==> config.mk <==
export PLATFORM = sky130hd
export DESIGN_NAME = awc_window_comparator
export DESIGN_NICKNAME = d
export VERILOG_FILES = /design/src/inc/awc_pkg.sv /design/src/hdl/awc_window_comparator.sv /design/src/hdl/awc_result_format.sv
export VERILOG_INCLUDE_DIRS = /design/src /design/src/inc
export SDC_FILE = /design/constraint.sdc
export NUM_CORES = 1
export LEC_CHECK = 0
export BUFFER_PORTS_ARGS = -buffer_cell sky130_fd_sc_hd__buf_2
export CAP_MARGIN = 20
export CORE_ASPECT_RATIO = 0.8
export CORE_MARGIN = 4
export CORE_UTILIZATION = 55
export DETAILED_ROUTE_END_ITERATION = 7
export HOLD_SLACK_MARGIN = 0.15
export PLACE_DENSITY = 0.82
export SLEW_MARGIN = 20
export SYNTH_ARGS = -nofsm -noshare
export SYNTH_HDL_FRONTEND = slang
export SYNTH_SLANG_ARGS = --single-unit
==> constraint.sdc <==
create_clock -name ref_clk -period 4.65 [get_ports ref_clk]
set_input_delay 0 -clock ref_clk [delete_from_list [all_inputs] [get_ports ref_clk]]
set_output_delay 0 -clock ref_clk [all_outputs]
set_load 0.02 [all_outputs]
==> src/inc/awc_params.svh <==
// constants and contract of the adc window comparator
//
// Contract
// - at every end of conversion the new result is checked against both limits and the match flag is set when the window condition holds.
// - each limit is one 16-bit word built from a separately writable high byte and low byte.
// - when the less-than limit is above the greater-than limit, a match needs result below less-than and above greater-than.
// - when the less-than limit is not above the greater-than limit, a match needs result below less-than or above greater-than.
// - differential results and limits are compared as signed 16-bit two's complement values.
// - with left justification the justified 16-bit word is compared as is, so limits must use the same format.
// - inside or outside matching follows only from the ordering of the two limits, with no mode bit.
// - the match flag stays set until software writes it to zero and hardware never clears it.
// - the left-justify control picks right justified (sign extended in differential mode, zero extended otherwise) or left justified with zero low bits.
`ifndef AWC_PARAMS_SVH
`define AWC_PARAMS_SVH

// ----------------------------------------------------------------------------
// widths
// ----------------------------------------------------------------------------
`define AWC_RAW_W 10
`define AWC_WORD_W 16
`define AWC_BYTE_W 8
`define AWC_ADDR_W 8
`define AWC_PAD_W 6
`define AWC_EVT_N 2

// ----------------------------------------------------------------------------
// register offsets
// ----------------------------------------------------------------------------
`define AWC_OFS_RES_LOW 8'hbe
`define AWC_OFS_RES_HIGH 8'hbf
`define AWC_OFS_GT_LOW 8'hc4
`define AWC_OFS_GT_HIGH 8'hc5
`define AWC_OFS_LT_LOW 8'hc6
`define AWC_OFS_LT_HIGH 8'hc7
`define AWC_OFS_IRQ_STATUS 8'hd0
`define AWC_OFS_IRQ_MASK 8'hd1
`define AWC_OFS_CTRL 8'he8

// ----------------------------------------------------------------------------
// control register fields
// ----------------------------------------------------------------------------
`define AWC_CTRL_LJST_BIT 0
`define AWC_CTRL_MATCH_BIT 1
`define AWC_CTRL_DIFF_BIT 2

// ----------------------------------------------------------------------------
// interrupt status and mask fields
// ----------------------------------------------------------------------------
`define AWC_EVT_MATCH_BIT 0
`define AWC_EVT_DONE_BIT 1

// ----------------------------------------------------------------------------
// reset values
// ----------------------------------------------------------------------------
`define AWC_RST_GT_LOW 8'hff
`define AWC_RST_GT_HIGH 8'hff
`define AWC_RST_LT_LOW 8'h00
`define AWC_RST_LT_HIGH 8'h00
`define AWC_RST_BYTE 8'h00
`define AWC_RST_WORD 16'h0000
`define AWC_RST_EVT 2'h0

`endif

==> src/inc/awc_pkg.sv <==
// types shared by the adc window comparator files
`include "awc_params.svh"

package awc_pkg;

  typedef logic [`AWC_WORD_W-1:0] awc_word_t;
  typedef logic [`AWC_BYTE_W-1:0] awc_byte_t;
  typedef logic [`AWC_EVT_N-1:0] awc_evt_t;
  // one extra bit so signed and unsigned words share one signed compare
  typedef logic signed [`AWC_WORD_W:0] awc_cmp_t;

endpackage : awc_pkg

==> src/hdl/awc_window_comparator.sv <==
// adc window comparator: limit registers, window test, match flag, interrupt
`timescale 1ns/1ns
`include "awc_params.svh"

module awc_window_comparator
  import awc_pkg::*;
(
  input wire logic ref_clk,
  input wire logic sys_rst,
  input wire logic [`AWC_ADDR_W-1:0] reg_addr,
  input wire logic [`AWC_BYTE_W-1:0] reg_wdata,
  input wire logic reg_wr,
  input wire logic reg_rd,
  output awc_byte_t reg_rdata,
  input wire logic conv_done,
  input wire logic [`AWC_RAW_W-1:0] conv_raw,
  output logic window_match_flag,
  output logic irq
);

  // --------------------------------------------------------------------------
  // state
  // --------------------------------------------------------------------------
  awc_byte_t gt_limit_low_byte;
  awc_byte_t gt_limit_high_byte;
  awc_byte_t lt_limit_low_byte;
  awc_byte_t lt_limit_high_byte;
  logic left_justify_select;
  logic diff_select;
  awc_evt_t irq_status;
  awc_evt_t irq_mask;

  awc_byte_t next_gt_limit_low_byte;
  awc_byte_t next_gt_limit_high_byte;
  awc_byte_t next_lt_limit_low_byte;
  awc_byte_t next_lt_limit_high_byte;
  logic next_left_justify_select;
  logic next_diff_select;
  logic next_window_match_flag;
  awc_evt_t next_irq_status;
  awc_evt_t next_irq_mask;
  logic next_irq;
  awc_byte_t next_reg_rdata;

  awc_word_t result_word;
  logic result_signed;
  logic result_valid;

  awc_word_t gt_word;
  awc_word_t lt_word;
  awc_cmp_t res_x;
  awc_cmp_t gt_x;
  awc_cmp_t lt_x;
  logic above_gt;
  logic below_lt;
  logic window_hit;
  awc_evt_t evt_set;
  awc_evt_t evt_clr;
  logic ctrl_wr;

  // --------------------------------------------------------------------------
  // result formatting
  // --------------------------------------------------------------------------
  awc_result_format u_format (
    .ref_clk(ref_clk),
    .sys_rst(sys_rst),
    .conv_done(conv_done),
    .conv_raw(conv_raw),
    .left_justify_select(left_justify_select),
    .diff_select(diff_select),
    .result_word(result_word),
    .result_signed(result_signed),
    .result_valid(result_valid)
  );

  // --------------------------------------------------------------------------
  // window test
  // --------------------------------------------------------------------------
  assign gt_word = {gt_limit_high_byte, gt_limit_low_byte};
  assign lt_word = {lt_limit_high_byte, lt_limit_low_byte};

  // limits are read live, so a half-written limit pair is seen as is;
  // software should update limits between conversions
  always_comb begin
    if (result_signed) begin
      res_x = {result_word[`AWC_WORD_W-1], result_word};
      gt_x = {gt_word[`AWC_WORD_W-1], gt_word};
      lt_x = {lt_word[`AWC_WORD_W-1], lt_word};
    end else begin
      res_x = {1'b0, result_word};
      gt_x = {1'b0, gt_word};
      lt_x = {1'b0, lt_word};
    end
  end

  assign above_gt = res_x > gt_x;
  assign below_lt = res_x < lt_x;

  always_comb begin
    // inside or outside follows only from limit order
    if (lt_x > gt_x) begin
      window_hit = below_lt && above_gt;
    end else begin
      window_hit = below_lt || above_gt;
    end
  end

  // --------------------------------------------------------------------------
  // register writes
  // --------------------------------------------------------------------------
  assign ctrl_wr = reg_wr && (reg_addr == `AWC_OFS_CTRL);

  always_comb begin
    next_gt_limit_low_byte = gt_limit_low_byte;
    next_gt_limit_high_byte = gt_limit_high_byte;
    next_lt_limit_low_byte = lt_limit_low_byte;
    next_lt_limit_high_byte = lt_limit_high_byte;
    next_left_justify_select = left_justify_select;
    next_diff_select = diff_select;
    next_irq_mask = irq_mask;
    if (reg_wr) begin
      unique case (reg_addr)
        `AWC_OFS_GT_LOW: begin
          next_gt_limit_low_byte = reg_wdata;
        end
        `AWC_OFS_GT_HIGH: begin
          next_gt_limit_high_byte = reg_wdata;
        end
        `AWC_OFS_LT_LOW: begin
          next_lt_limit_low_byte = reg_wdata;
        end
        `AWC_OFS_LT_HIGH: begin
          next_lt_limit_high_byte = reg_wdata;
        end
        `AWC_OFS_IRQ_MASK: begin
          next_irq_mask = reg_wdata[`AWC_EVT_N-1:0];
        end
        `AWC_OFS_CTRL: begin
          next_left_justify_select = reg_wdata[`AWC_CTRL_LJST_BIT];
          next_diff_select = reg_wdata[`AWC_CTRL_DIFF_BIT];
        end
        default: begin
        end
      endcase
    end
  end

  // --------------------------------------------------------------------------
  // match flag
  // --------------------------------------------------------------------------
  always_comb begin
    next_window_match_flag = window_match_flag;
    // writing zero clears, writing one leaves it alone
    if (ctrl_wr && !reg_wdata[`AWC_CTRL_MATCH_BIT]) begin
      next_window_match_flag = 1'b0;
    end
    // a match in the clearing cycle wins, so no event is lost
    if (result_valid && window_hit) begin
      next_window_match_flag = 1'b1;
    end
  end

  // --------------------------------------------------------------------------
  // interrupt status, write one to clear, set wins
  // --------------------------------------------------------------------------
  assign evt_set[`AWC_EVT_MATCH_BIT] = result_valid && window_hit;
  assign evt_set[`AWC_EVT_DONE_BIT] = result_valid;
  assign evt_clr = (reg_wr && (reg_addr == `AWC_OFS_IRQ_STATUS))
    ? reg_wdata[`AWC_EVT_N-1:0] : `AWC_RST_EVT;

  genvar gi;
  generate
    for (gi = 0; gi < `AWC_EVT_N; gi++) begin : g_evt
      assign next_irq_status[gi] = evt_set[gi] || (irq_status[gi] && !evt_clr[gi]);
    end
  endgenerate

  assign next_irq = |(next_irq_status & next_irq_mask);

  // --------------------------------------------------------------------------
  // register reads: data stand in the cycle after the strobe only
  // --------------------------------------------------------------------------
  always_comb begin
    next_reg_rdata = `AWC_RST_BYTE;
    if (reg_rd) begin
      unique case (reg_addr)
        `AWC_OFS_RES_LOW: begin
          next_reg_rdata = result_word[`AWC_BYTE_W-1:0];
        end
        `AWC_OFS_RES_HIGH: begin
          next_reg_rdata = result_word[`AWC_WORD_W-1:`AWC_BYTE_W];
        end
        `AWC_OFS_GT_LOW: begin
          next_reg_rdata = gt_limit_low_byte;
        end
        `AWC_OFS_GT_HIGH: begin
          next_reg_rdata = gt_limit_high_byte;
        end
        `AWC_OFS_LT_LOW: begin
          next_reg_rdata = lt_limit_low_byte;
        end
        `AWC_OFS_LT_HIGH: begin
          next_reg_rdata = lt_limit_high_byte;
        end
        `AWC_OFS_IRQ_STATUS: begin
          next_reg_rdata[`AWC_EVT_N-1:0] = irq_status;
        end
        `AWC_OFS_IRQ_MASK: begin
          next_reg_rdata[`AWC_EVT_N-1:0] = irq_mask;
        end
        `AWC_OFS_CTRL: begin
          next_reg_rdata[`AWC_CTRL_LJST_BIT] = left_justify_select;
          next_reg_rdata[`AWC_CTRL_MATCH_BIT] = window_match_flag;
          next_reg_rdata[`AWC_CTRL_DIFF_BIT] = diff_select;
        end
        default: begin
          // unmapped offsets read as zero
        end
      endcase
    end
  end

  // --------------------------------------------------------------------------
  // registers
  // --------------------------------------------------------------------------
  always_ff @(posedge ref_clk) begin
    if (sys_rst) begin
      gt_limit_low_byte <= `AWC_RST_GT_LOW;
      gt_limit_high_byte <= `AWC_RST_GT_HIGH;
      lt_limit_low_byte <= `AWC_RST_LT_LOW;
      lt_limit_high_byte <= `AWC_RST_LT_HIGH;
      left_justify_select <= 1'b0;
      diff_select <= 1'b0;
      window_match_flag <= 1'b0;
      irq_status <= `AWC_RST_EVT;
      irq_mask <= `AWC_RST_EVT;
      irq <= 1'b0;
      reg_rdata <= `AWC_RST_BYTE;
    end else begin
      gt_limit_low_byte <= next_gt_limit_low_byte;
      gt_limit_high_byte <= next_gt_limit_high_byte;
      lt_limit_low_byte <= next_lt_limit_low_byte;
      lt_limit_high_byte <= next_lt_limit_high_byte;
      left_justify_select <= next_left_justify_select;
      diff_select <= next_diff_select;
      window_match_flag <= next_window_match_flag;
      irq_status <= next_irq_status;
      irq_mask <= next_irq_mask;
      irq <= next_irq;
      reg_rdata <= next_reg_rdata;
    end
  end

endmodule : awc_window_comparator

==> src/hdl/awc_result_format.sv <==
// result formatter: justifies a raw conversion result into a 16-bit word
`timescale 1ns/1ns
`include "awc_params.svh"

module awc_result_format
  import awc_pkg::*;
(
  input wire logic ref_clk,
  input wire logic sys_rst,
  input wire logic conv_done,
  input wire logic [`AWC_RAW_W-1:0] conv_raw,
  input wire logic left_justify_select,
  input wire logic diff_select,
  output awc_word_t result_word,
  output logic result_signed,
  output logic result_valid
);

  awc_word_t next_result_word;
  logic next_result_signed;
  logic next_result_valid;

  // --------------------------------------------------------------------------
  // justification
  // --------------------------------------------------------------------------
  always_comb begin
    next_result_word = result_word;
    next_result_signed = result_signed;
    next_result_valid = conv_done;
    if (conv_done) begin
      // mode is latched with the word so a later mode change cannot skew it
      next_result_signed = diff_select;
      if (left_justify_select) begin
        next_result_word = {conv_raw, {`AWC_PAD_W{1'b0}}};
      end else if (diff_select) begin
        next_result_word = {{`AWC_PAD_W{conv_raw[`AWC_RAW_W-1]}}, conv_raw};
      end else begin
        next_result_word = {{`AWC_PAD_W{1'b0}}, conv_raw};
      end
    end
  end

  always_ff @(posedge ref_clk) begin
    if (sys_rst) begin
      result_word <= `AWC_RST_WORD;
      result_signed <= 1'b0;
      result_valid <= 1'b0;
    end else begin
      result_word <= next_result_word;
      result_signed <= next_result_signed;
      result_valid <= next_result_valid;
    end
  end

endmodule : awc_result_format

==> impl_summary.md <==
Outcome
The flow ran to the end, and the final reports show no timing, DRC or antenna violations.

Detailed routing
The number of antenna-violating nets in the routed design is 0. The average detailed-routed wire length per instance is approximately 19 um. The DRC marker count from the first detailed-route iteration is 365. The met2 wirelength from detailed routing is 5210 um.

After detailed routing, no signal wire sits above met4. For this run, design rule violations remaining after detail routing come to 0. For this block, the routed nets add up to between 10000 and 15000 um of wire. The routed length on met3 is 1090 um.

The sum of routed wire segments on met1 is roughly 5200 um. The number of detailed-routing iterations run before antenna repair is 6. The total number of vias is 3857.

The average vias per placed instance is 6.14.

Hold path
The worst hold path startpoint is sys_rst. The instance count along the most critical hold path is 3. The destination of the worst hold path is u_format.result_signed. The kind of path behind the tightest hold check is in2reg.

Power and ir drop
The fraction of power consumed by the clock network is 0.436. The worst supply voltage drop on vdd is 216 uV. Of the total power, the share spent switching nets is 0.245. The switching power total is 314 uW. The cell internal power dissipation is 967 uW. The total power density per cell area is 268 mW/mm2. The power after layout is 1280 uW.

The share of total power dissipated in combinational logic is 0.104. The leakage power of the design is 0.00214 uW. The sequential cell fraction of total power is 0.460.

Floorplanning
The total area inside the core boundary comes to about 0.0071 mm2. In this run the horizontal extent of the chip is 104 um. Pin placement for this block handled 41 I/O pins. The die covers 0.00888 mm2. The number of placement rows is 27. For this configuration, the core starts out at a cell density of 0.578. The height of the chip is approximately 85 um.

Logic synthesis
Of all cell types, the one taking the most synthesized area is sky130_fd_sc_hd__dfxtp_1. The mapped netlist covers around 0.0041 mm2. The share of synthesized area in the top cell type comes to 0.324. The yosys synthesis warning count is 0. Among all flip-flop cells after synthesis, the most frequent one is sky130_fd_sc_hd__dfxtp_1. The total nets after synthesis is roughly 560. The number of instances in the synthesized netlist is 481.

Counting distinct cell types in the post-synthesis netlist gives 52. In the synthesized netlist, the cells that appear most often are sky130_fd_sc_hd__dfxtp_1, sky130_fd_sc_hd__nand2_1, sky130_fd_sc_hd__nor2_1, sky130_fd_sc_hd__ha_1, sky130_fd_sc_hd__inv_1. The number of flops mapped to enable cells by yosys is 0. The register bit count reported by yosys is 66. The share of synthesized flip-flops with an asynchronous set or reset is 0. The portion of the post-synthesis area used by sequential elements is 0.324. The synthesized area per cell is 8.49 um2.

After synthesis, the cell types taking the most area are sky130_fd_sc_hd__dfxtp_1, sky130_fd_sc_hd__ha_1, sky130_fd_sc_hd__mux2i_1, sky130_fd_sc_hd__nand2_1, sky130_fd_sc_hd__nor2_1. The cell with the most instances after synthesis is sky130_fd_sc_hd__dfxtp_1.

Cells and area
After the last flow step, the layout net total stands at 614. The repair_antennas step left the layout with diodes totalling 0. The area overhead of the layout relative to synthesis is 17.0%. Of the cells placed in the final design, the portion with a size suffix greater than 1 is 0.133.

Placement
The number of input and output port buffers inserted is 40. The HPWL after detailed placement is slightly below 9000 um. The routability-driven placement congestion ratio is around 1.

Clock tree
CTS placed an instance of sky130_fd_sc_hd__clkbuf_8 at the clock tree root. Buffers inserted to repair hold after CTS numbered 25. The number of H-tree levels is 3.

The number of buffers between clock root and the deepest sink is 2. Clock latency on the worst-skew pair, taken at its later pin, is between 300 and 400 ps. Counting every sink on the clock net gives 66. TritonCTS built the clock tree. The number of cells upsized or downsized after cts is 0. The total CTS buffers is 9.

After clock tree synthesis, the setup repair step added 0 buffers. After clock tree synthesis, the clock-pin slew on the worst setup and hold paths is around 70 ps.

STA
For this run, the top clock speed supported by timing is 0.412 GHz. The final number of hold-violating endpoints is 0. Clock skew on the completed layout was measured at 6.81 ps. The final-report max-slew violation count is 0. Of the available clock period, the critical path in the final layout requires 0.521. The worst hold slack is 191 ps. After routing, the total negative slack on setup checks comes to 0 ps.

Measured against its own limit, the worst slew margin works out to 0.561. The time the final worst path needs with I/O delays and setup is 2420 ps. For the pin with the worst max-slew slack, the measured transition is 652 ps. The setup-violating endpoint count in the final report is 0.

Setup repair after global routing left no endpoint under its margin.

Global route
The global route total overflow is 0. Entering global routing, the biggest net connects between 40 and 50 pins. The via count of the first global-routing pass came to 3779. Across every metal layer, demand over resource in global routing totals 0.277. The first global-routing pass estimated ~19000 um of wire. The number of antenna violations at the first check in global routing is 0.

Run
The tool flagged a number of max-cap violations equal to 0.

Worst setup path
The nature of the critical path endpoint is a flop. The worst path arrival time is 2640 ps. The worst register-to-register path ends at window_match_flag. The register-to-register path setup slack is approximately 2200 ps. Along the worst path, the maximum fanout reaches 3. The critical path launch point type is a flop.

The type of the worst setup path is reg2reg. The launch instance of the worst register-to-register path is gt_limit_high_byte[1]. STA puts the critical path data required time at 4860 ps.

For the worst flop-to-flop path, the logic depth is 9.
[kinds of logic after synthesis]
family                   count (synthesis)  synth area share
AND/OR/NAND/NOR                        151             0.176
AO/OA/AOI/OAI                          127             0.213
flip-flops                              66             0.324
buffers and inverters                   57            0.0576
adder cells (fa/ha/maj)                 47             0.144
multiplexers                            30            0.0793
XOR/XNOR                                 3           0.00643
[metrics by stage]
stage	instance area [um2]	utilization	setup WS [ps]	instances
2_1_floorplan	4080	-	2650	481
3_3_place_gp	4300	0.609	2350	587
3_5_place_dp	4300	0.609	2320	587
4_1_cts	4780	0.677	2300	628
5_1_grt	4780	0.677	2070	628
6_report	4780	0.677	2230	628
[layout by cell type, fill, tap and decap left out, types with 2 or more instances in the layout]
| master | count |
|---|---|
| sky130_fd_sc_hd__nand4_1 | 10 |
| sky130_fd_sc_hd__a22oi_1 | 9 |
| sky130_fd_sc_hd__a21o_1 | 7 |
| sky130_fd_sc_hd__o21a_1 | 2 |
| sky130_fd_sc_hd__a22o_1 | 8 |
| sky130_fd_sc_hd__buf_4 | 2 |
| sky130_fd_sc_hd__a21oi_1 | 26 |
| sky130_fd_sc_hd__dlygate4sd3_1 | 25 |
| sky130_fd_sc_hd__clkbuf_8 | 11 |
| sky130_fd_sc_hd__inv_1 | 34 |
| sky130_fd_sc_hd__dfxtp_1 | 66 |
| sky130_fd_sc_hd__buf_2 | 40 |
| sky130_fd_sc_hd__and3_1 | 7 |
| sky130_fd_sc_hd__a31oi_1 | 4 |
| sky130_fd_sc_hd__mux2_2 | 6 |
| sky130_fd_sc_hd__nor2b_1 | 9 |
| sky130_fd_sc_hd__o21ai_0 | 18 |
| sky130_fd_sc_hd__a221oi_1 | 4 |
| sky130_fd_sc_hd__xor2_1 | 3 |
| sky130_fd_sc_hd__nor4_1 | 2 |
| sky130_fd_sc_hd__bufinv_16 | 2 |
| sky130_fd_sc_hd__o211ai_1 | 21 |
| sky130_fd_sc_hd__nand3_1 | 9 |
| sky130_fd_sc_hd__nor3_1 | 4 |
| sky130_fd_sc_hd__a21boi_0 | 3 |
| sky130_fd_sc_hd__nor2_1 | 48 |
| sky130_fd_sc_hd__nand2_1 | 50 |
| sky130_fd_sc_hd__nor2_4 | 2 |
| sky130_fd_sc_hd__a211oi_1 | 13 |
| sky130_fd_sc_hd__ha_1 | 47 |
| sky130_fd_sc_hd__nand2b_1 | 4 |
| sky130_fd_sc_hd__mux2i_1 | 22 |
[per-layer routing]
layer | up-vias | global-route usage
met3 | 31 | 0.0753
met1 | 1782 | 0.365
met5 | - | 0
met2 | 184 | 0.434
li1 | 1860 | -
met4 | 0 | 0.106
[critical path: stages (launching register included)]
cell and delay [ps]:
sky130_fd_sc_hd__dfxtp_1 340, sky130_fd_sc_hd__inv_1 80, sky130_fd_sc_hd__ha_1 330, sky130_fd_sc_hd__a21o_1 200, sky130_fd_sc_hd__a222oi_1 320, sky130_fd_sc_hd__o211ai_1 140
sky130_fd_sc_hd__o211ai_1 230, sky130_fd_sc_hd__a32oi_1 180, sky130_fd_sc_hd__o21ai_0 330, sky130_fd_sc_hd__a21oi_1 140
[registers in the layout, summed over array words and instances (netlist names)]
| register | cells |
|---|---|
| window_match_flag | 1 |
| lt_limit_low_byte | 8 |
| gt_limit_high_byte | 8 |
| irq_mask | 2 |
| left_justify_select | 1 |
| lt_limit_high_byte | 8 |
| reg_rdata | 8 |
| irq | 1 |
| diff_select | 1 |
| gt_limit_low_byte | 8 |
| u_format.result_valid | 1 |
| u_format.result_signed | 1 |
| irq_status | 2 |
| u_format.result_word | 16 |
[how the worst max path moves through the flow]
stage | startpoint | slack (ps) | cells past startpoint | endpoint
3_5_place_dp | lt_limit_low_byte[1] | 2320 | 8 | window_match_flag
4_1_cts | gt_limit_high_byte[1] | 2300 | 9 | window_match_flag
3_3_place_gp | gt_limit_high_byte[7] | 2350 | 9 | irq
2_1_floorplan | gt_limit_high_byte[1] | 2650 | 9 | window_match_flag
6_report | gt_limit_high_byte[1] | 2230 | 9 | window_match_flag
5_1_grt | gt_limit_high_byte[3] | 2070 | 9 | window_match_flag
[area by class of cell]
type	instances	area, um2
Clock buffer	12	155
Clock inverter	4	73.8
Fill cell	595	2280
Inverter	34	128
Multi-Input combinational cell	358	2530
Sequential cell	66	1320
Tap cell	87	109
Timing Repair Buffer	67	465
[power groups by stage]
stage | Clock (uW) | Combinational, uW | Sequential (uW)
after global placement | 0 | 111 | 601
final | 558 | 133 | 590
after CTS | 557 | 130 | 589
after floorplan | 0 | 76.7 | 596
after detailed placement | 0 | 115 | 602
after global routing | 584 | 147 | 590
No activity file was read; power rests on OpenSTA's default activity.
